==> src/bbc_pkg.sv <==
/*
 * shared constants and types of the buck-boost enable, slew and switch
 * control block.
 * assumes a 10 MHz system clock and a 32-bit apb register port.
 */
package bbc_pkg;

  //////////////////////////////////////////////////////////////////////////
  // clock and timing
  localparam int CLK_MHZ = 10;
  localparam int BIAS_SETTLE_US = 85;
  localparam int BIAS_CYC = BIAS_SETTLE_US * CLK_MHZ;
  localparam int SW_FREQ_KHZ = 2500;
  localparam int SW_PERIOD_CYC = CLK_MHZ * 1000 / SW_FREQ_KHZ;
  localparam int SW_HALF_CYC = SW_PERIOD_CYC / 2;
  // one output code is 12.5 mV; rates in uV per us
  localparam int STEP_UV = 12500;
  localparam int RU_SLOW_UV_US = 12500;
  localparam int RU_FAST_UV_US = 25000;
  localparam int RD_SLOW_UV_US = 3125;
  localparam int RD_FAST_UV_US = 6250;
  localparam logic [5:0] RU_SLOW_CYC = 6'(STEP_UV * CLK_MHZ / RU_SLOW_UV_US);
  localparam logic [5:0] RU_FAST_CYC = 6'(STEP_UV * CLK_MHZ / RU_FAST_UV_US);
  localparam logic [5:0] RD_SLOW_CYC = 6'(STEP_UV * CLK_MHZ / RD_SLOW_UV_US);
  localparam logic [5:0] RD_FAST_CYC = 6'(STEP_UV * CLK_MHZ / RD_FAST_UV_US);

  //////////////////////////////////////////////////////////////////////////
  // register map (byte addresses)
  localparam logic [7:0] ADDR_CTRL = 8'h00;
  localparam logic [7:0] ADDR_VSEL_LO = 8'h04;
  localparam logic [7:0] ADDR_VSEL_HI = 8'h08;
  localparam logic [7:0] ADDR_STATUS = 8'h0c;
  localparam logic [7:0] ADDR_IRQ_STAT = 8'h10;
  localparam logic [7:0] ADDR_IRQ_MASK = 8'h14;

  typedef struct packed {
    logic active_discharge_bit;
    logic ramp_down_rate_bit;
    logic ramp_up_rate_bit;
    logic output_enable_bit;
  } bbc_ctrl_t;

  localparam logic [3:0] CTRL_RST = 4'h9;
  localparam logic [6:0] VSEL_LO_RST = 7'h38;
  localparam logic [6:0] VSEL_HI_RST = 7'h40;

  // interrupt bits
  localparam int IRQ_W = 4;
  localparam int IRQ_FAULT = 0;
  localparam int IRQ_PG_RISE = 1;
  localparam int IRQ_PG_FALL = 2;
  localparam int IRQ_RAMP_DONE = 3;

  // status fields
  localparam int ST_STATE_LSB = 0;
  localparam int ST_REG_EN = 2;
  localparam int ST_PGOOD = 3;
  localparam int ST_FAULT = 4;
  localparam int ST_SEL = 5;
  localparam int ST_VREF_LSB = 8;

  //////////////////////////////////////////////////////////////////////////
  // types
  typedef enum logic [1:0] {
    ST_OFF = 2'b00,
    ST_BIAS = 2'b01,
    ST_SOFT = 2'b10,
    ST_ON = 2'b11
  } bbc_state_t;

  typedef struct packed {
    logic vio_ok;
    logic pg_cmp;
    logic vin_gt_vout;
    logic over_current;
    logic sys_uvlo;
    logic over_temp;
    logic voltage_select_pin;
    logic chip_en;
  } bbc_pins_t;

  typedef struct packed {
    logic input_high_side_switch;
    logic input_low_side_switch;
    logic output_high_side_switch;
    logic output_low_side_switch;
  } bbc_sw_t;

endpackage : bbc_pkg

==> src/bbc_top.sv <==
/*
 * buck-boost control: chip enable and bias start-up, output enable,
 * fault turn-off, voltage-select latching, slew-paced target ramp,
 * power-good pin, switch phases, active discharge, apb registers.
 * assumes comparator and fault levels arrive from the analog core on
 * pins, and an apb master on the system clock.
 */
// The implementer's own choices: the APB interface to the registers and the register addresses.
//
// Function
// - after chip enable rises the bias settles for 85 us before enable.
// - chip enable low shuts down and restores the type-O registers.
// - the output runs only with chip enable high and the enable bit 1.
// - over-temperature, supply lockout or overcurrent stop it at once.
// - the select pin is latched as chip enable rises and held through bias and soft-start.
// - after soft-start the target follows the select pin live.
// - upward ramp is 12.5 or 25 mV/us by the ramp-up rate bit.
// - downward ramp is 3.125 or 6.25 mV/us by the ramp-down rate bit.
// - power-good asserts at 90% of target, active high by default.
// - switching runs from a fixed 2.5 MHz period.
// - three switch phases drive the four h-bridge switches.
// - buck periods are phase two then phase three.
// - boost periods are phase one then phase two.
// - with the discharge bit 1 the discharge path is on when disabled.
// - the discharge path is off while enabled or with the bit 0.
// - registers answer only while the interface supply is present.
`timescale 1ns/1ns
module bbc_top #(
  parameter bit PGOOD_ACTIVE_HIGH = 1'b1
) (
  // clock and reset
  input wire logic i_mclk,
  input wire logic i_sys_rst,
  // apb slave
  input wire logic i_psel,
  input wire logic i_penable,
  input wire logic i_pwrite,
  input wire logic [7:0] i_paddr,
  input wire logic [31:0] i_pwdata,
  output logic o_pready,
  output logic o_pslverr,
  output logic [31:0] o_prdata,
  // pins and analog status
  input wire bbc_pkg::bbc_pins_t i_pins,
  // power stage
  output logic o_reg_en,
  output logic [6:0] o_vref_code,
  output bbc_pkg::bbc_sw_t o_sw,
  output logic o_discharge,
  // power-good open drain
  output logic o_pgood_o,
  output logic o_pgood_oe_n,
  // interrupt
  output logic o_irq
);
  bbc_pkg::bbc_pins_t pin_s;
  bbc_pkg::bbc_state_t state_reg;
  bbc_pkg::bbc_state_t state_next;
  bbc_pkg::bbc_ctrl_t ctrl_reg;
  logic [6:0] vsel_lo_reg;
  logic [6:0] vsel_hi_reg;
  logic [9:0] bias_cnt_reg;
  logic sel_reg;
  logic [6:0] vref_reg;
  logic [6:0] target;
  logic [5:0] ramp_cnt_reg;
  logic fault;
  logic run;
  logic run_reg;
  logic pgood_reg;
  logic pg_next;
  logic [bbc_pkg::IRQ_W-1:0] irq_stat_reg;
  logic [bbc_pkg::IRQ_W-1:0] irq_mask_reg;
  logic [bbc_pkg::IRQ_W-1:0] irq_set;
  logic pready_reg;
  logic pslverr_reg;
  logic [31:0] prdata_reg;
  logic capture;
  logic done;
  logic wr;
  logic rd;
  logic step_up;
  logic step_dn;
  logic ramp_done;
  logic discharge_reg;

  localparam logic [9:0] BIAS_LAST = 10'(bbc_pkg::BIAS_CYC - 1);

  function automatic logic addr_ok(input logic [7:0] a);
    addr_ok = a == bbc_pkg::ADDR_CTRL || a == bbc_pkg::ADDR_VSEL_LO ||
              a == bbc_pkg::ADDR_VSEL_HI || a == bbc_pkg::ADDR_STATUS ||
              a == bbc_pkg::ADDR_IRQ_STAT || a == bbc_pkg::ADDR_IRQ_MASK;
  endfunction : addr_ok

  // clocks per 12.5 mV step at the chosen rate
  function automatic logic [5:0] step_cyc(input logic up, input logic fast);
    if (up) begin
      step_cyc = fast ? bbc_pkg::RU_FAST_CYC : bbc_pkg::RU_SLOW_CYC;
    end else begin
      step_cyc = fast ? bbc_pkg::RD_FAST_CYC : bbc_pkg::RD_SLOW_CYC;
    end
  endfunction : step_cyc

  bbc_sync u_sync (
    .i_mclk(i_mclk),
    .i_sys_rst(i_sys_rst),
    .i_pins(i_pins),
    .o_pins(pin_s)
  );

  //////////////////////////////////////////////////////////////////////////
  // start-up sequence
  always_comb begin
    state_next = state_reg;
    case (state_reg)
      bbc_pkg::ST_OFF: begin
        if (pin_s.chip_en) begin
          state_next = bbc_pkg::ST_BIAS;
        end
      end
      bbc_pkg::ST_BIAS: begin
        if (bias_cnt_reg == BIAS_LAST) begin
          state_next = bbc_pkg::ST_SOFT;
        end
      end
      bbc_pkg::ST_SOFT: begin
        if (run && vref_reg == target) begin
          state_next = bbc_pkg::ST_ON;
        end
      end
      default: begin
        state_next = bbc_pkg::ST_ON;
      end
    endcase
    if (!pin_s.chip_en) begin
      state_next = bbc_pkg::ST_OFF;
    end
  end

  always_ff @(posedge i_mclk or posedge i_sys_rst) begin
    if (i_sys_rst) begin
      state_reg <= bbc_pkg::ST_OFF;
    end else begin
      state_reg <= state_next;
    end
  end

  always_ff @(posedge i_mclk or posedge i_sys_rst) begin
    if (i_sys_rst) begin
      bias_cnt_reg <= 10'h000;
    end else if (state_reg == bbc_pkg::ST_BIAS) begin
      bias_cnt_reg <= bias_cnt_reg + 10'h001;
    end else begin
      bias_cnt_reg <= 10'h000;
    end
  end

  //////////////////////////////////////////////////////////////////////////
  // enable, faults and discharge
  assign fault = pin_s.over_temp | pin_s.sys_uvlo | pin_s.over_current;
  // a fault drops the output without waiting for any sequence
  assign run = pin_s.chip_en && ctrl_reg.output_enable_bit && !fault &&
               (state_reg == bbc_pkg::ST_SOFT || state_reg == bbc_pkg::ST_ON);

  always_ff @(posedge i_mclk or posedge i_sys_rst) begin
    if (i_sys_rst) begin
      run_reg <= 1'b0;
      discharge_reg <= 1'b0;
    end else begin
      run_reg <= run;
      discharge_reg <= ctrl_reg.active_discharge_bit && !run;
    end
  end

  //////////////////////////////////////////////////////////////////////////
  // voltage select and target ramp
  always_ff @(posedge i_mclk or posedge i_sys_rst) begin
    if (i_sys_rst) begin
      sel_reg <= 1'b0;
    end else if (state_reg == bbc_pkg::ST_OFF && pin_s.chip_en) begin
      sel_reg <= pin_s.voltage_select_pin;
    end else if (state_reg == bbc_pkg::ST_ON) begin
      sel_reg <= pin_s.voltage_select_pin;
    end
  end

  assign target = sel_reg ? vsel_hi_reg : vsel_lo_reg;
  assign step_up = run && ramp_cnt_reg == 6'h00 && vref_reg < target;
  assign step_dn = run && ramp_cnt_reg == 6'h00 && vref_reg > target;
  assign ramp_done = (step_up && vref_reg + 7'h01 == target) ||
                     (step_dn && vref_reg - 7'h01 == target);

  // the reference walks one code at a time; disabling restarts from zero
  always_ff @(posedge i_mclk or posedge i_sys_rst) begin
    if (i_sys_rst) begin
      vref_reg <= 7'h00;
    end else if (!run) begin
      vref_reg <= 7'h00;
    end else if (step_up) begin
      vref_reg <= vref_reg + 7'h01;
    end else if (step_dn) begin
      vref_reg <= vref_reg - 7'h01;
    end
  end

  always_ff @(posedge i_mclk or posedge i_sys_rst) begin
    if (i_sys_rst) begin
      ramp_cnt_reg <= 6'h00;
    end else if (!run || vref_reg == target) begin
      ramp_cnt_reg <= 6'h00;
    end else if (step_up || step_dn) begin
      ramp_cnt_reg <= step_cyc(step_up, step_up ?
          ctrl_reg.ramp_up_rate_bit : ctrl_reg.ramp_down_rate_bit) - 6'h01;
    end else if (ramp_cnt_reg != 6'h00) begin
      ramp_cnt_reg <= ramp_cnt_reg - 6'h01;
    end
  end

  //////////////////////////////////////////////////////////////////////////
  // power good: the comparator trips at 90% of the reference
  assign pg_next = run && pin_s.pg_cmp;

  always_ff @(posedge i_mclk or posedge i_sys_rst) begin
    if (i_sys_rst) begin
      pgood_reg <= 1'b0;
    end else begin
      pgood_reg <= pg_next;
    end
  end

  bbc_pwm u_pwm (
    .i_mclk(i_mclk),
    .i_sys_rst(i_sys_rst),
    .i_run(run_reg),
    .i_vin_gt_vout(pin_s.vin_gt_vout),
    .o_sw(o_sw)
  );

  //////////////////////////////////////////////////////////////////////////
  // apb slave: one wait state, then data and error from flops
  assign capture = i_psel && i_penable && !pready_reg;
  assign done = i_psel && i_penable && pready_reg;
  assign wr = done && i_pwrite && !pslverr_reg;
  assign rd = done && !i_pwrite && !pslverr_reg;

  always_ff @(posedge i_mclk or posedge i_sys_rst) begin
    if (i_sys_rst) begin
      pready_reg <= 1'b0;
      pslverr_reg <= 1'b0;
      prdata_reg <= 32'h0000_0000;
    end else begin
      pready_reg <= capture;
      // without the interface supply every access is refused
      pslverr_reg <= capture && (!pin_s.vio_ok || !addr_ok(i_paddr));
      prdata_reg <= 32'h0000_0000;
      if (capture && pin_s.vio_ok) begin
        if (i_paddr == bbc_pkg::ADDR_CTRL) begin
          prdata_reg <= {28'h0000000, ctrl_reg};
        end else if (i_paddr == bbc_pkg::ADDR_VSEL_LO) begin
          prdata_reg <= {25'h0000000, vsel_lo_reg};
        end else if (i_paddr == bbc_pkg::ADDR_VSEL_HI) begin
          prdata_reg <= {25'h0000000, vsel_hi_reg};
        end else if (i_paddr == bbc_pkg::ADDR_STATUS) begin
          prdata_reg[bbc_pkg::ST_STATE_LSB +: 2] <= state_reg;
          prdata_reg[bbc_pkg::ST_REG_EN] <= run_reg;
          prdata_reg[bbc_pkg::ST_PGOOD] <= pgood_reg;
          prdata_reg[bbc_pkg::ST_FAULT] <= fault;
          prdata_reg[bbc_pkg::ST_SEL] <= sel_reg;
          prdata_reg[bbc_pkg::ST_VREF_LSB +: 7] <= vref_reg;
        end else if (i_paddr == bbc_pkg::ADDR_IRQ_STAT) begin
          prdata_reg <= {28'h0000000, irq_stat_reg};
        end else if (i_paddr == bbc_pkg::ADDR_IRQ_MASK) begin
          prdata_reg <= {28'h0000000, irq_mask_reg};
        end
      end
    end
  end

  // type-O registers return to defaults whenever chip enable is low
  always_ff @(posedge i_mclk or posedge i_sys_rst) begin
    if (i_sys_rst) begin
      ctrl_reg <= bbc_pkg::CTRL_RST;
      vsel_lo_reg <= bbc_pkg::VSEL_LO_RST;
      vsel_hi_reg <= bbc_pkg::VSEL_HI_RST;
    end else if (!pin_s.chip_en) begin
      ctrl_reg <= bbc_pkg::CTRL_RST;
      vsel_lo_reg <= bbc_pkg::VSEL_LO_RST;
      vsel_hi_reg <= bbc_pkg::VSEL_HI_RST;
    end else if (wr) begin
      if (i_paddr == bbc_pkg::ADDR_CTRL) begin
        ctrl_reg <= i_pwdata[3:0];
      end else if (i_paddr == bbc_pkg::ADDR_VSEL_LO) begin
        vsel_lo_reg <= i_pwdata[6:0];
      end else if (i_paddr == bbc_pkg::ADDR_VSEL_HI) begin
        vsel_hi_reg <= i_pwdata[6:0];
      end
    end
  end

  //////////////////////////////////////////////////////////////////////////
  // interrupts: a read clears only the bits it reported; new events survive
  always_comb begin
    irq_set = '0;
    irq_set[bbc_pkg::IRQ_FAULT] = fault && run_reg;
    irq_set[bbc_pkg::IRQ_PG_RISE] = pg_next && !pgood_reg;
    irq_set[bbc_pkg::IRQ_PG_FALL] = !pg_next && pgood_reg;
    irq_set[bbc_pkg::IRQ_RAMP_DONE] = ramp_done;
  end

  always_ff @(posedge i_mclk or posedge i_sys_rst) begin
    if (i_sys_rst) begin
      irq_stat_reg <= '0;
      irq_mask_reg <= '0;
      o_irq <= 1'b0;
    end else begin
      if (rd && i_paddr == bbc_pkg::ADDR_IRQ_STAT) begin
        irq_stat_reg <= (irq_stat_reg & ~prdata_reg[bbc_pkg::IRQ_W-1:0]) |
                        irq_set;
      end else begin
        irq_stat_reg <= irq_stat_reg | irq_set;
      end
      if (wr && i_paddr == bbc_pkg::ADDR_IRQ_MASK) begin
        irq_mask_reg <= i_pwdata[bbc_pkg::IRQ_W-1:0];
      end
      o_irq <= |(irq_stat_reg & irq_mask_reg);
    end
  end

  //////////////////////////////////////////////////////////////////////////
  // outputs
  assign o_pready = pready_reg;
  assign o_pslverr = pslverr_reg;
  assign o_prdata = prdata_reg;
  assign o_reg_en = run_reg;
  assign o_vref_code = vref_reg;
  assign o_discharge = discharge_reg;
  assign o_pgood_o = 1'b0;
  // open drain: released means high on the board
  always_ff @(posedge i_mclk or posedge i_sys_rst) begin
    if (i_sys_rst) begin
      o_pgood_oe_n <= 1'b0;
    end else begin
      o_pgood_oe_n <= PGOOD_ACTIVE_HIGH ? pg_next : !pg_next;
    end
  end
endmodule : bbc_top

==> src/bbc_sync.sv <==
/*
 * three-flop pin synchroniser; the output follows once the second and
 * third flops agree.
 * assumes asynchronous pins and the block's single system clock.
 */
`timescale 1ns/1ns
module bbc_sync (
  // clock and reset
  input wire logic i_mclk,
  input wire logic i_sys_rst,
  // pins
  input wire bbc_pkg::bbc_pins_t i_pins,
  output bbc_pkg::bbc_pins_t o_pins
);
  logic [7:0] ff1_reg;
  logic [7:0] ff2_reg;
  logic [7:0] ff3_reg;
  logic [7:0] out_reg;

  // ff1 feeds only ff2
  always_ff @(posedge i_mclk or posedge i_sys_rst) begin
    if (i_sys_rst) begin
      ff1_reg <= 8'h00;
      ff2_reg <= 8'h00;
      ff3_reg <= 8'h00;
    end else begin
      ff1_reg <= i_pins;
      ff2_reg <= ff1_reg;
      ff3_reg <= ff2_reg;
    end
  end

  // a bit only moves when two samples in a row agree
  always_ff @(posedge i_mclk or posedge i_sys_rst) begin
    if (i_sys_rst) begin
      out_reg <= 8'h00;
    end else begin
      out_reg <= (ff2_reg & ~(ff2_reg ^ ff3_reg)) |
                 (out_reg & (ff2_reg ^ ff3_reg));
    end
  end

  assign o_pins = out_reg;
endmodule : bbc_sync

==> src/bbc_pwm.sv <==
/*
 * h-bridge phase sequencer: one switching period per 2.5 MHz cycle,
 * two phases per period picked by buck or boost operation.
 * assumes the analog current loop trims duty around the fixed split.
 */
`timescale 1ns/1ns
module bbc_pwm (
  // clock and reset
  input wire logic i_mclk,
  input wire logic i_sys_rst,
  // control
  input wire logic i_run,
  input wire logic i_vin_gt_vout,
  // switch gates
  output bbc_pkg::bbc_sw_t o_sw
);
  localparam bbc_pkg::bbc_sw_t PH1 = 4'h9;
  localparam bbc_pkg::bbc_sw_t PH2 = 4'ha;
  localparam bbc_pkg::bbc_sw_t PH3 = 4'h6;
  localparam logic [1:0] PER_LAST = 2'(bbc_pkg::SW_PERIOD_CYC - 1);
  localparam logic [1:0] HALF = 2'(bbc_pkg::SW_HALF_CYC);

  logic [1:0] cnt_reg;
  bbc_pkg::bbc_sw_t sw_reg;
  bbc_pkg::bbc_sw_t sw_next;
  logic first_half;

  always_ff @(posedge i_mclk or posedge i_sys_rst) begin
    if (i_sys_rst) begin
      cnt_reg <= 2'h0;
    end else if (!i_run || cnt_reg == PER_LAST) begin
      cnt_reg <= 2'h0;
    end else begin
      cnt_reg <= cnt_reg + 2'h1;
    end
  end

  assign first_half = cnt_reg < HALF;

  always_comb begin
    sw_next = 4'h0;
    if (i_run) begin
      if (i_vin_gt_vout) begin
        sw_next = first_half ? PH2 : PH3;
      end else begin
        sw_next = first_half ? PH1 : PH2;
      end
    end
  end

  always_ff @(posedge i_mclk or posedge i_sys_rst) begin
    if (i_sys_rst) begin
      sw_reg <= 4'h0;
    end else begin
      sw_reg <= sw_next;
    end
  end

  assign o_sw = sw_reg;
endmodule : bbc_pwm

==> config.mk <==
export PLATFORM = sky130hd
export DESIGN_NAME = bbc_top
export DESIGN_NICKNAME = d
export VERILOG_FILES = /design/src/bbc_pkg.sv /design/src/bbc_top.sv /design/src/bbc_sync.sv /design/src/bbc_pwm.sv
export SDC_FILE = /design/constraint.sdc
export NUM_CORES = 1
export LEC_CHECK = 0
export ABC_AREA = 1
export ABC_CLOCK_PERIOD_IN_PS = 3000
export BUFFER_PORTS_ARGS = -buffer_cell sky130_fd_sc_hd__buf_2
export CAP_MARGIN = 10
export CORE_ASPECT_RATIO = 1.5
export CORE_MARGIN = 4
export CORE_UTILIZATION = 50
export CTS_BUF_LIST = sky130_fd_sc_hd__clkbuf_16
export CTS_CLUSTER_DIAMETER = 200
export CTS_CLUSTER_SIZE = 16
export DETAILED_ROUTE_END_ITERATION = 10
export GPL_ROUTABILITY_DRIVEN = 0
export PLACE_DENSITY_LB_ADDON = 0.3
export SETUP_SLACK_MARGIN = 0.15
export SYNTH_ARGS = -nofsm -noshare
export SYNTH_HDL_FRONTEND = slang
export SYNTH_SLANG_ARGS = --single-unit
==> constraint.sdc <==
create_clock -name i_mclk -period 3 [get_ports i_mclk]
set_input_delay 0 -clock i_mclk [delete_from_list [all_inputs] [get_ports i_mclk]]
set_output_delay 0 -clock i_mclk [all_outputs]
set_load 0.02 [all_outputs]
After elaboration in Yosys (flattened, before gate mapping). Cells that the tools add are included.

Bits of input ports: 53. Output and inout bits: 50. Register bits: 128.

Reduce and logical (&&, ||, !) cells: 58. Muxes and demuxes: 48. Bitwise operators: 12. Equal/unequal tests: 22. $lt $le $gt $ge: 3. Add/subtract/negate cells: 6.

Operator list (number): 32-bit 2-to-1 mux (5); 7-bit 2-to-1 mux (14); 6-bit 2-to-1 mux (8); 4-bit 2-to-1 mux (9); 1-bit logical AND (26); 7-bit == test (3); 17-bit 2-to-1 mux (1); 8-bit AND (2); 8-bit by 4-bit == test with 1-bit output (second input constant) (2); 8-bit by 5-bit == test with 1-bit output (second input constant) (2); 2-bit 2-to-1 mux (6); 2-bit inequality test (second input constant) (6); 6-bit by 1-bit subtractor with 6-bit output (second input constant) (2); 1-bit logical OR (11); 10-bit by 1-bit adder with 10-bit output (second input constant) (1); 10-bit == test (second input constant) (1); 1-bit zero test (10); 10-bit 2-to-1 mux (1); 4-bit AND (2); 8-bit by 3-bit == test with 1-bit output (second input constant) (1); 8-bit zero test (1); 8-bit NOT (1); 4-bit bitwise OR (2); 8-bit bitwise OR (1); 24 further kinds (31).

Longest topological paths before layout. Gate-level depths: netlist (run 1).

Depth after elaboration: 15. Gate-level depth with buffers: 18. Gate-level depth less buffers: 17.

Cells and area by module. A second synthesis (run 1) with hierarchy kept.

Cell total of the unflattened synthesis: 600. Area total of the unflattened synthesis: 5278.8 um^2.

By module, submodules not included: bbc_top (cells each 512, times used 1, area each 4120.2 um^2); bbc_sync (cells each 65, times used 1, area each 934.6 um^2); bbc_pwm (cells each 23, times used 1, area each 224.0 um^2).

Least setup slack after synthesis (run 1). Ideal clock, no wire load.

Path type: register -> register. Start point: register sel_reg. End point: register ramp_cnt_reg[5]. Period minus slack after synthesis: 2.349 ns. Data required time: 2.886 ns. Setup slack: 0.651 ns. Cell stages (with the launch flop): 14. Arrival time: 2.236 ns. Buffers on the path: 1. Path through: dfrtp_1 buf_2 o21ai_0 ha_1 nand2_1 inv_1 a21oi_1 nand2_2 a21oi_2 nor2_1 nand4_1 nand2_1 inv_1 nor2_1.

Longest elaborated chain between the ends: 11.

RTL lines: start, declared (line bbc_top.sv:63) `logic sel_reg;`; start signal, assigned (line bbc_top.sv:181) `sel_reg <= pin_s.voltage_select_pin;`; start signal, assigned (line bbc_top.sv:183) `sel_reg <= pin_s.voltage_select_pin;`; 7-bit 2-to-1 mux (*) (line bbc_top.sv:187) `assign target = sel_reg ? vsel_hi_reg : vsel_lo_reg;`; 7-bit < comparator (line bbc_top.sv:188) `assign step_up = run && ramp_cnt_reg == 6'h00 && vref_reg < target;`; 1-bit logical AND (line bbc_top.sv:188); 1-bit 2-to-1 mux (line bbc_top.sv:212) `ramp_cnt_reg <= step_cyc(step_up, step_up ?`; 4-bit 2-to-1 mux or 6-bit 2-to-1 mux (tied branches) (line bbc_top.sv:98, bbc_top.sv:100); 6-bit 2-to-1 mux (line bbc_top.sv:97) `if (up) begin`; 6-bit 2-to-1 mux (line bbc_top.sv:211) `end else if (step_up || step_dn) begin`; 6-bit 2-to-1 mux (line bbc_top.sv:209) `end else if (!run || vref_reg == target) begin`; 6-bit by 1-bit subtractor with 6-bit output (line bbc_top.sv:213) `ctrl_reg.ramp_up_rate_bit : ctrl_reg.ramp_down_rate_bit) - 6'h01;`; 6-bit 2-to-1 mux (line bbc_top.sv:211); 6-bit 2-to-1 mux (line bbc_top.sv:209); end signal, assigned (line bbc_top.sv:212); end signal, assigned (line bbc_top.sv:215) `ramp_cnt_reg <= ramp_cnt_reg - 6'h01;`; end, declared (line bbc_top.sv:66) `logic [5:0] ramp_cnt_reg;`.

Every way passes the cells marked *; elsewhere a longest branch is shown, timed or not. The select of a mux whose other input is x is not followed. A chain may end at the register's enable or synchronous reset.

Final worst setup path (run 1). Same ends and word-level chain as after synthesis.

==> results.md, run 1 <==
- Remaining antenna violation count: 0
- Slew @ Worst Pin: 0.958 ns
- Clock sinks: 110
- Placement Cell Area: 0.00566 mm²
- WHS: 0.0970 ns
- Io pins: 103
- Pwr Density: 532 mW/mm²
- Die span in x: 91.4 µm
- Relative slew slack: 0.360
- Max Cap Viol: 0
- Hold Violations, Final: 0
- Post-CTS Setup Bufs: 0
- Num rows: 45
- Synth Register Bits: 110
- Syn Inst Count: 576
- Initial core utilization: 0.512
- Clock Skew: 0.00398 ns
- Grt total ovfl: 0
- First-pass GRT wire length: 19100 µm
- P_leak: 0.00308 µW
- Tot Pwr: 3290 µW
- CP required: 3.24 ns
- Area contributors post-synth: dfrtp_1 (50%), nand2_1 (7.6%), inv_1 (5.3%)
- Nets@finish: 731
- Placement Setup Slack: 0.400 ns
- Period utilization: 0.852
- Worst Setup Slack, final: 0.444 ns
- RSZ-0062 raised after global routing: false
- Htree depth: 3
- Clk root buf: clkbuf_16
- Synth top area share: 0.499
- Initial antenna violation count: 0
- Clk_lat worst skew: 0.35 ns
- Via count: 4140
- Die H: 133 µm
- Max FFs per register: 14
- Total wire length: 11600 µm
- Worst Setup Start Kind: register
- Share of cells above drive strength 1: 0.170
- Async SR Flop Fraction: 1.00
- Max Slew Vio Count: 0
- Final Instance Area: 0.00617 mm²
- Clock tree buffer depth: 2
- Yosys Warn Count: 0
- Post-route DRC: 0
- P&R area growth vs syn: 18.3%
- Ant. Diodes: 0
- Fmax: 0.391 GHz
- Peak VDD IR: 397 µV
- Fillers: 849
- Status: finished clean
- Register area share after synthesis: 0.529
- DRT iter0 DRCs: 407
- Tmin final: 2.56 ns
- Main synth FF type: dfrtp_1
- Area leader, netlist: dfrtp_1
- CTS tree: done
- Most frequent cell after synthesis: nand2_1
- Top cells by count, synth: nand2_1 (105), dfrtp_1 (104), inv_1 (74)
- Final setup TNS: 0 ns
- Post-synth EDFFs: 0
- Detailed Place HPWL: 8630 µm
- Synthesized area: 0.00522 mm²
- Worst Path Max Fanout: 14
- Reg clk slew, reported paths: 0.07 ns
- Final setup viols: 0
- IO Port Bufs: 58
- CTS Buf Count: 9
- CP Class: register to register
- Vias in the first global route: 4079
- Largest net degree at the start of global routing: 47
- Drt pass-1 iters: 6
- WP data arrival: 2.80 ns
- Yosys cell types: 43
- Syn Area/Cell: 9.06 µm²
- CORE AREA: 0.0102 mm²
- Worst setup EP type: register
- Min-Delay Path Class: primary input to register
- GRT Util Overall: 0.197
- Die ar.: 0.0122 mm²
- Vias per cell: 5.10
- Wire per inst: 14.3 µm
==> report_power, final <==
group / switching, µW / total, µW / internal [µW] / leakage [µW]
Sequential: 59.9 / 1620 / 1560 / 0.00140
Combinational: 239 / 383 / 144 / 0.00152
Clock: 543 / 1290 / 745 / 0.000161
==> kinds of logic (layout without fill, tap and decap cells) <==
logic type	count (synthesis)	count (layout)	share of synthesized area
multiplexers	3	3	0.00647
flip-flops	110	110	0.529
other	1	19	0.000719
adder cells (fa/ha/maj)	20	20	0.0441
AO/OA/AOI/OAI	98	98	0.102
XOR/XNOR	18	18	0.0302
buffers and inverters	103	180	0.0887
AND/OR/NAND/NOR	223	223	0.199
==> metal layers <==
metal | vias to the layer above | share of wire | global-route usage | routed length (µm)
met4 | 0 | 0.025 | 0.0856 | 292
met5 | - | 0 | 0 | 0
met2 | 111 | 0.55 | 0.359 | 6410
met1 | 1991 | 0.38 | 0.221 | 4440
li1 | 2017 | - | - | -
met3 | 21 | 0.040 | 0.0367 | 462
==> worst max-delay path, cell delays in order, from the launching register on <==
cell and delay [ns]:
dfrtp_2 0.50, o21ai_0 0.27, ha_1 0.30, nand2_1 0.12, inv_1 0.07, a21oi_1 0.23
nand2_2 0.18, a21oi_2 0.34, nor2_1 0.15, nand4_1 0.14, nand2_1 0.07, inv_1 0.05
nor2_1 0.04
==> area by class of cell <==
cell class                      instances  area [µm²]  area share
Clock inverter                          7         104      0.0168
Clock buffer                            9         225      0.0365
Multi-Input combinational cell        381        2060       0.334
Sequential cell                       110        2760       0.447
Inverter                               81         310      0.0503
Timing Repair Buffer                   83         536      0.0867
Tap cell                              141         176      0.0286
==> worst paths after layout <==
kind,from,cells after the start,slack [ns],to
hold / removal,i_paddr[2],4,0.1,o_prdata[0]
hold reg to reg,u_sync.ff1_reg[1],0,0.35,u_sync.ff2_reg[1]
min in group asynchronous,i_sys_rst,3,0.41,async pin
setup reg to reg,sel_reg,12,0.44,ramp_cnt_reg[5]
max in group asynchronous,i_sys_rst,4,1.66,vsel_lo_reg[4]
setup / recovery,sel_reg,12,0.44,ramp_cnt_reg[5]
==> placed cells by master (no fill, tap or decap), types with 3 or more instances in the layout <==
| master | instances |
|---|---|
| o21ai_1 | 6 |
| inv_1 | 73 |
| a21oi_1 | 31 |
| nor2_1 | 47 |
| nand4_1 | 7 |
| buf_2 | 58 |
| maj3_1 | 8 |
| ha_1 | 12 |
| conb_1 | 19 |
| dlygate4sd3_1 | 18 |
| nor3_1 | 14 |
| nor3_2 | 3 |
| o211ai_1 | 3 |
| mux2_2 | 3 |
| dfrtp_1 | 103 |
| xor2_1 | 13 |
| dfstp_2 | 6 |
| nand3_1 | 29 |
| nand2_1 | 105 |
| buf_4 | 6 |
| inv_2 | 5 |
| nor3b_1 | 3 |
| xnor2_1 | 5 |
| nor2_2 | 3 |
| o21ai_0 | 46 |
| clkbuf_16 | 9 |
==> through the flow <==
step / cells / utilization
floorplan: 594 / -
global placement: 778 / 0.556
detailed placement: 778 / 0.556
CTS: 812 / 0.606
global route: 812 / 0.606
finish: 812 / 0.606
==> repair_timing <==
action	CTS	global route
hold buffers	18	0
endpoints found under the hold margin	76	0
gates resized for setup	0	1
setup endpoints to repair	0	9
Power figures use the tool's default switching activity.
==> inputs of run 2 (changes only) <==
SYNTH_HIERARCHICAL = 1   (was default)
==> run 2 against run 1 <==
Total power down 4.1%; cell area down 0.41%; global-route usage is essentially flat; clock skew grew 0.0039 ns; critical endpoint unchanged; setup slack lost 0.032 ns; register-to-register slack worse by 0.03 ns.
==> results.md, run 2 <==
- Status: finished clean
- Grt total ovfl: 0
- Total wire length: 11600 µm
- CORE AREA: 0.0102 mm²
- Drt pass-1 iters: 5
- First-pass GRT wire length: 19400 µm
- Post-route DRC: 0
- P&R area growth vs syn: 16.5%
- Die H: 134 µm
- Initial antenna violation count: 0
- GRT Util Overall: 0.197
- Tot Pwr: 3150 µW
- Area contributors post-synth: dfrtp_1 (49%), nand2_1 (6.9%), inv_1 (6.5%)
- Hold Violations, Final: 0
- WHS: 0.0332 ns
- Sw frac: 0.279
- Clk root buf: clkbuf_16
- Reg2Reg Launch Point: sel_reg
- R2R cell count: 13
- Vias per cell: 5.10
- R2r setup slk: 0.41 ns
- Tmin final: 2.59 ns
- Pint: 2270 µW
- Pwr Density: 513 mW/mm²
- Wire per inst: 13.9 µm
- Hold Path Origin: i_paddr[3]
- Max FFs per register: 14
- Worst Setup Start Kind: register
- Cells after DPL: 798
- Clock sinks: 110
- Slew @ Worst Pin: 0.924 ns
- Async SR Flop Fraction: 1.00
- Commonest non-fill, non-tap cell in the layout: dfrtp_1
- Syn Inst Count: 600
- Final setup TNS: 0 ns
- Switch Pwr: 881 µW
- Post-synth EDFFs: 0
- Io pins: 103
- RSZ-0062 raised after global routing: false
- Yosys Warn Count: 6
- Most frequent cell after synthesis: dfrtp_1
- Relative slew slack: 0.383
- # resized after CTS: 0
- Worst setup EP type: register
- Share of cells above drive strength 1: 0.161
- Setup crit start: sel_reg
- Largest net degree at the start of global routing: 63
- Via count: 4244
- Combinational share of power: 0.127
- Final setup viols: 0
- Die span in x: 91.9 µm
- Ant. Diodes: 0
- CTS Buf Count: 9
- Min-Delay Path Class: primary input to register
- IO Port Bufs: 58
- Synth Register Bits: 110
- Die ar.: 0.0123 mm²
- Max Cap Viol: 0
- Nets@finish: 752
- Synth top area share: 0.493
- Main synth FF type: dfrtp_1
- Synthesized area: 0.00528 mm²
- Sequential share of power: 0.514
- Htree depth: 3
- Most frequent CP cell: nand2_1
- Clk_lat worst skew: 0.35 ns
- Register area share after synthesis: 0.523
- Slowest-stage cell, CP: dfrtp_1
- Num rows: 45
- Syn Area/Cell: 8.80 µm²
- Most frequent cells in the layout: dfrtp_1 (104), nand2_1 (97), inv_1 (91)
- CTS tree: done
- CP Cell Sequence: nand2_1 > o21ai_1 > ha_1 > nand2_2 > inv_2 > a21oi_2 > nand2_4 > a21oi_2 > nor2_1 > nand4_1 > nand2_1 > nand2_1 > nor2_1
- Remaining antenna violation count: 0
- Hold_buf cts: 19
- Clock tree buffer depth: 2
- Fmax: 0.386 GHz
- Max Slew Vio Count: 0
- Vias in the first global route: 4292
- Yosys cell types: 47
- Final Util: 0.600
- DRT iter0 DRCs: 267
- Initial core utilization: 0.515
- WP data arrival: 2.83 ns
- Max incr delay on CP: 0.59 ns
- Post-Layout Cell Count: 832
- Critical path endpoint: ramp_cnt_reg[5]
- Worst Path Max Fanout: 15
- Peak VDD IR: 399 µV
- Area leader, netlist: dfrtp_1
- Top cells by count, synth: dfrtp_1 (104), nand2_1 (97), inv_1 (92)
- CP required: 3.24 ns
- Clock Skew: 0.00790 ns
- Period utilization: 0.863
- R2r endpoint: ramp_cnt_reg[5]
- Clock power frac: 0.360
- P_leak: 0.00310 µW
- CP Class: register to register
- Post-CTS Setup Bufs: 0
- Reg clk slew, reported paths: 0.07 ns
- Detailed Place HPWL: 8760 µm
==> run 2: per-layer routing <==
| layer | part of all wire | wire, µm | global-route usage | up-vias |
|---|---|---|---|---|
| li1 | - | - | - | 2070 |
| met1 | 0.39 | 4480 | 0.211 | 2024 |
| met3 | 0.043 | 495 | 0.0348 | 25 |
| met5 | 0 | 0 | 0 | - |
| met2 | 0.55 | 6310 | 0.372 | 125 |
| met4 | 0.024 | 276 | 0.0851 | 0 |
==> run 2: cell families (layout without fill, tap and decap cells) <==
logic type	count (synthesis)	count (layout)	share of synthesized area
XOR/XNOR	16	16	0.0265
other	1	19	0.000710
flip-flops	110	110	0.523
buffers and inverters	120	193	0.101
adder cells (fa/ha/maj)	12	12	0.0284
AO/OA/AOI/OAI	114	114	0.123
AND/OR/NAND/NOR	227	227	0.197
==> run 2: layout make-up <==
| class | instances | area [µm²] |
|---|---|---|
| multi-input cells | 388 | 2050 |
| repair buffers | 82 | 518 |
| well taps | 141 | 176 |
| fillers | 887 | 4100 |
| flip-flops and latches | 110 | 2760 |
| inverters | 96 | 360 |
| clock inverters | 6 | 58.8 |
| clock buffers | 9 | 225 |
==> run 2: worst min path at each step <==
stage	slack [ns]	to	cells past startpoint
3_3_place_gp	-0.06	u_pwm/o_sw[2]	2
6_report	0.03	o_pslverr	3
3_5_place_dp	-0.04	u_pwm/o_sw[2]	2
5_1_grt	0.05	o_pslverr	4
2_1_floorplan	-0.21	u_pwm/cnt_reg[0]	1
4_1_cts	0.02	o_pslverr	3
==> run 2: worst max-delay path, delay by kind of cell, from the launching register on <==
family / cells / cell delay (ns)
simple gates: 8 / 0.77
compound gates: 3 / 0.75
flops: 1 / 0.59
fa+ha+maj: 1 / 0.31
buf+inv: 1 / 0.05
==> run 2: stage by stage <==
step	setup WS, ns	area [µm²]
2_1_floorplan	0.776	5350
3_3_place_gp	0.474	5680
3_5_place_dp	0.455	5680
4_1_cts	0.432	6150
5_1_grt	0.207	6150
6_report	0.412	6150
==> run 2: power by group through the flow <==
| stage | logic (µW) | clock network (µW) | registers [µW] |
|---|---|---|---|
| after floorplan | 309 | 0 | 1630 |
| after global placement | 367 | 0 | 1640 |
| after detailed placement | 380 | 0 | 1650 |
| after CTS | 402 | 1170 | 1620 |
| after global routing | 454 | 1230 | 1630 |
| final | 399 | 1130 | 1620 |
==> inputs of run 3 (changes only) <==
--- a/config.mk
+++ b/config.mk
@@ -19,3 +19,3 @@
 export GPL_ROUTABILITY_DRIVEN = 0
-export PLACE_DENSITY_LB_ADDON = 0.3
+export PLACE_DENSITY_LB_ADDON = 0.08
 export SETUP_SLACK_MARGIN = 0.15
@@ -23,3 +23,2 @@
 export SYNTH_HDL_FRONTEND = slang
-export SYNTH_HIERARCHICAL = 1
 export SYNTH_SLANG_ARGS = --single-unit
==> constraint.sdc (replaced) <==
create_clock -name i_mclk -period 3 [get_ports i_mclk]
set_input_delay 0.3 -clock i_mclk [delete_from_list [all_inputs] [get_ports i_mclk]]
set_output_delay 0.3 -clock i_mclk [all_outputs]
set_load 0.02 [all_outputs]
==> run 3 against run 2 <==
Clock power grew 12%; routed wire length grew 0.67%; via count shrank 5.1%; die area shrank 1.1%; combinational power shrank 11%; sequential share of layout area grew 1.4 points; sequential power is essentially flat; hold slack gained 0.027 ns; critical endpoint unchanged; largest power group unchanged.
==> results.md, run 3 (synthesis gave the netlist of run 1 again) <==
- Status: finished clean
- RSZ-0062 raised after global routing: false
- Met1 wire length: 4460 µm
- Initial core utilization: 0.512
- Met2 routed WL: 6490 µm
- Largest net degree at the start of global routing: 111
- Die span in x: 91.4 µm
- Fmax: 0.393 GHz
- Worst path bufs/invs: 1
- Grt total ovfl: 0
- Peak VDD IR: 412 µV
- First-pass GRT wire length: 19300 µm
- Max FFs per register: 14
- Clock tree buffer depth: 2
- CORE AREA: 0.0102 mm²
- Htree depth: 3
- GRT Util Overall: 0.201
- Multi-input gate area: 0.00206 mm²
- Io pins: 103
- Commonest non-fill, non-tap cell in the layout: nand2_1
- Tmin final: 2.55 ns
- Via count: 4027
- Period utilization: 0.848
- Register area: 0.00276 mm²
- CP Class: register to register
- CP required: 3.24 ns
- Clock Skew: 0.00711 ns
- WHS: 0.0602 ns
- Slowest-stage cell, CP: dfrtp_2
- Hold Violations, Final: 0
- Relative slew slack: 0.621
- Initial antenna violation count: 0
- Pwr Density: 543 mW/mm²
- Max incr delay on CP: 0.50 ns
- Die H: 133 µm
- Worst setup EP type: register
- CTS Buf Count: 9
- Worst Setup Start Kind: register
- Die ar.: 0.0122 mm²
- Remaining antenna violation count: 0
- Max Cap Viol: 0
- Clock sinks: 110
- WP data arrival: 2.79 ns
- Worst Path Max Fanout: 14
- CP Cell Sequence: o21ai_0 > ha_1 > nand2_1 > nor2_1 > nand2_1 > nand2_2 > a21oi_2 > nor2_1 > nand4_1 > nand2_1 > inv_1 > nor2_1
- Slew @ Worst Pin: 0.568 ns
- Detailed Place HPWL: 8870 µm
- Drt pass-1 iters: 4
- Min-Delay Path Class: primary input to register
- Ant. Diodes: 0
- Routed wl met3: 287 µm
- Final setup TNS: 0 ns
- Fillers: 940
- Crit path max-delay family: compound AO/OA/AOI/OAI gates
- Post-CTS Setup Bufs: 0
- Most frequent cells in the layout: nand2_1 (105), dfrtp_1 (103), inv_1 (73)
- Wire per inst: 14.7 µm
- DRT iter0 DRCs: 232
- Final setup viols: 0
- DR top layer: met4
- CTS tree: done
- Post-route DRC: 0
- Reg clk slew, reported paths: 0.07 ns
- Nets@finish: 711
- IO Port Bufs: 58
- Vias per cell: 5.08
- Max Slew Vio Count: 0
- Clk_lat worst skew: 0.34 ns
- Share of cells above drive strength 1: 0.172
- Clk root buf: clkbuf_16
- Vias in the first global route: 4159
- Total wire length: 11600 µm
- Num rows: 45
- P_leak: 0.00298 µW
- P&R area growth vs syn: 14.5%
==> run 3: cell types whose count changed in the layout (fill, tap and decap cells not counted), moves of 3 or more <==
| cell | previous run | this run |
|---|---|---|
| nand3_1 | 23 | 29 |
| o21ai_0 | 39 | 46 |
| dlygate4sd3_1 | 19 | 0 |
| nor2_1 | 58 | 47 |
| mux2_2 | 0 | 3 |
| nand2_1 | 97 | 105 |
| a21oi_1 | 34 | 31 |
| nor2_2 | 7 | 3 |
| o21ai_1 | 9 | 6 |
| inv_1 | 91 | 73 |
| o22ai_1 | 11 | 2 |
| maj3_1 | 0 | 8 |
==> run 3: through the flow <==
step / instances / setup WS [ns] / area, µm² / util / total power [µW]
6_report: 792 / 0.455 / 5970 / 0.586 / 3240
5_1_grt: 792 / 0.201 / 5970 / 0.586 / 3390
4_1_cts: 792 / 0.362 / 5970 / 0.586 / 3270
3_5_place_dp: 776 / 0.372 / 5650 / 0.554 / 2000
3_3_place_gp: 776 / 0.436 / 5650 / 0.554 / 1990
2_1_floorplan: 594 / 0.651 / 5290 / - / 1900
==> run 3: worst paths after layout <==
kind	start	slack, ns	to	depth (start not counted)
min in group asynchronous	i_sys_rst	0.11	u_pwm.cnt_reg[1]	3
min	i_pins[5]	0.06	u_sync.ff1_reg[5]	1
max reg2reg	sel_reg	0.45	ramp_cnt_reg[5]	12
max in group asynchronous	i_sys_rst	2.46	o_prdata[14]	3
max	sel_reg	0.45	ramp_cnt_reg[5]	12
min reg2reg	u_sync.ff1_reg[2]	0.35	u_sync.ff2_reg[2]	0
==> run 3: where the power goes <==
group,internal (µW),switching [µW],leakage (µW)
Combinational,124,231,0.00143
Clock,733,536,0.000150
Sequential,1560,61.2,0.00140
Total,2410,829,0.00298
==> run 3: timing repair <==
action / CTS / global route
resized for setup: 0 / 1
setup endpoints to repair: 0 / 5
hold buffers: 0 / 0
==> run 3: cell type report <==
type                    instances  share of cell area
clock buffers                   9              0.0377
well taps                     141              0.0295
flip-flops and latches        110               0.462
repair buffers                 63              0.0570
clock inverters                 7              0.0161
multi-input cells             381               0.345
inverters                      81              0.0520
==> run 3: layer usage <==
layer	GRT usage	vias to the layer above
li1	-	1976
met2	0.364	77
met1	0.217	1951
met5	0	-
met4	0.109	0
met3	0.0418	23
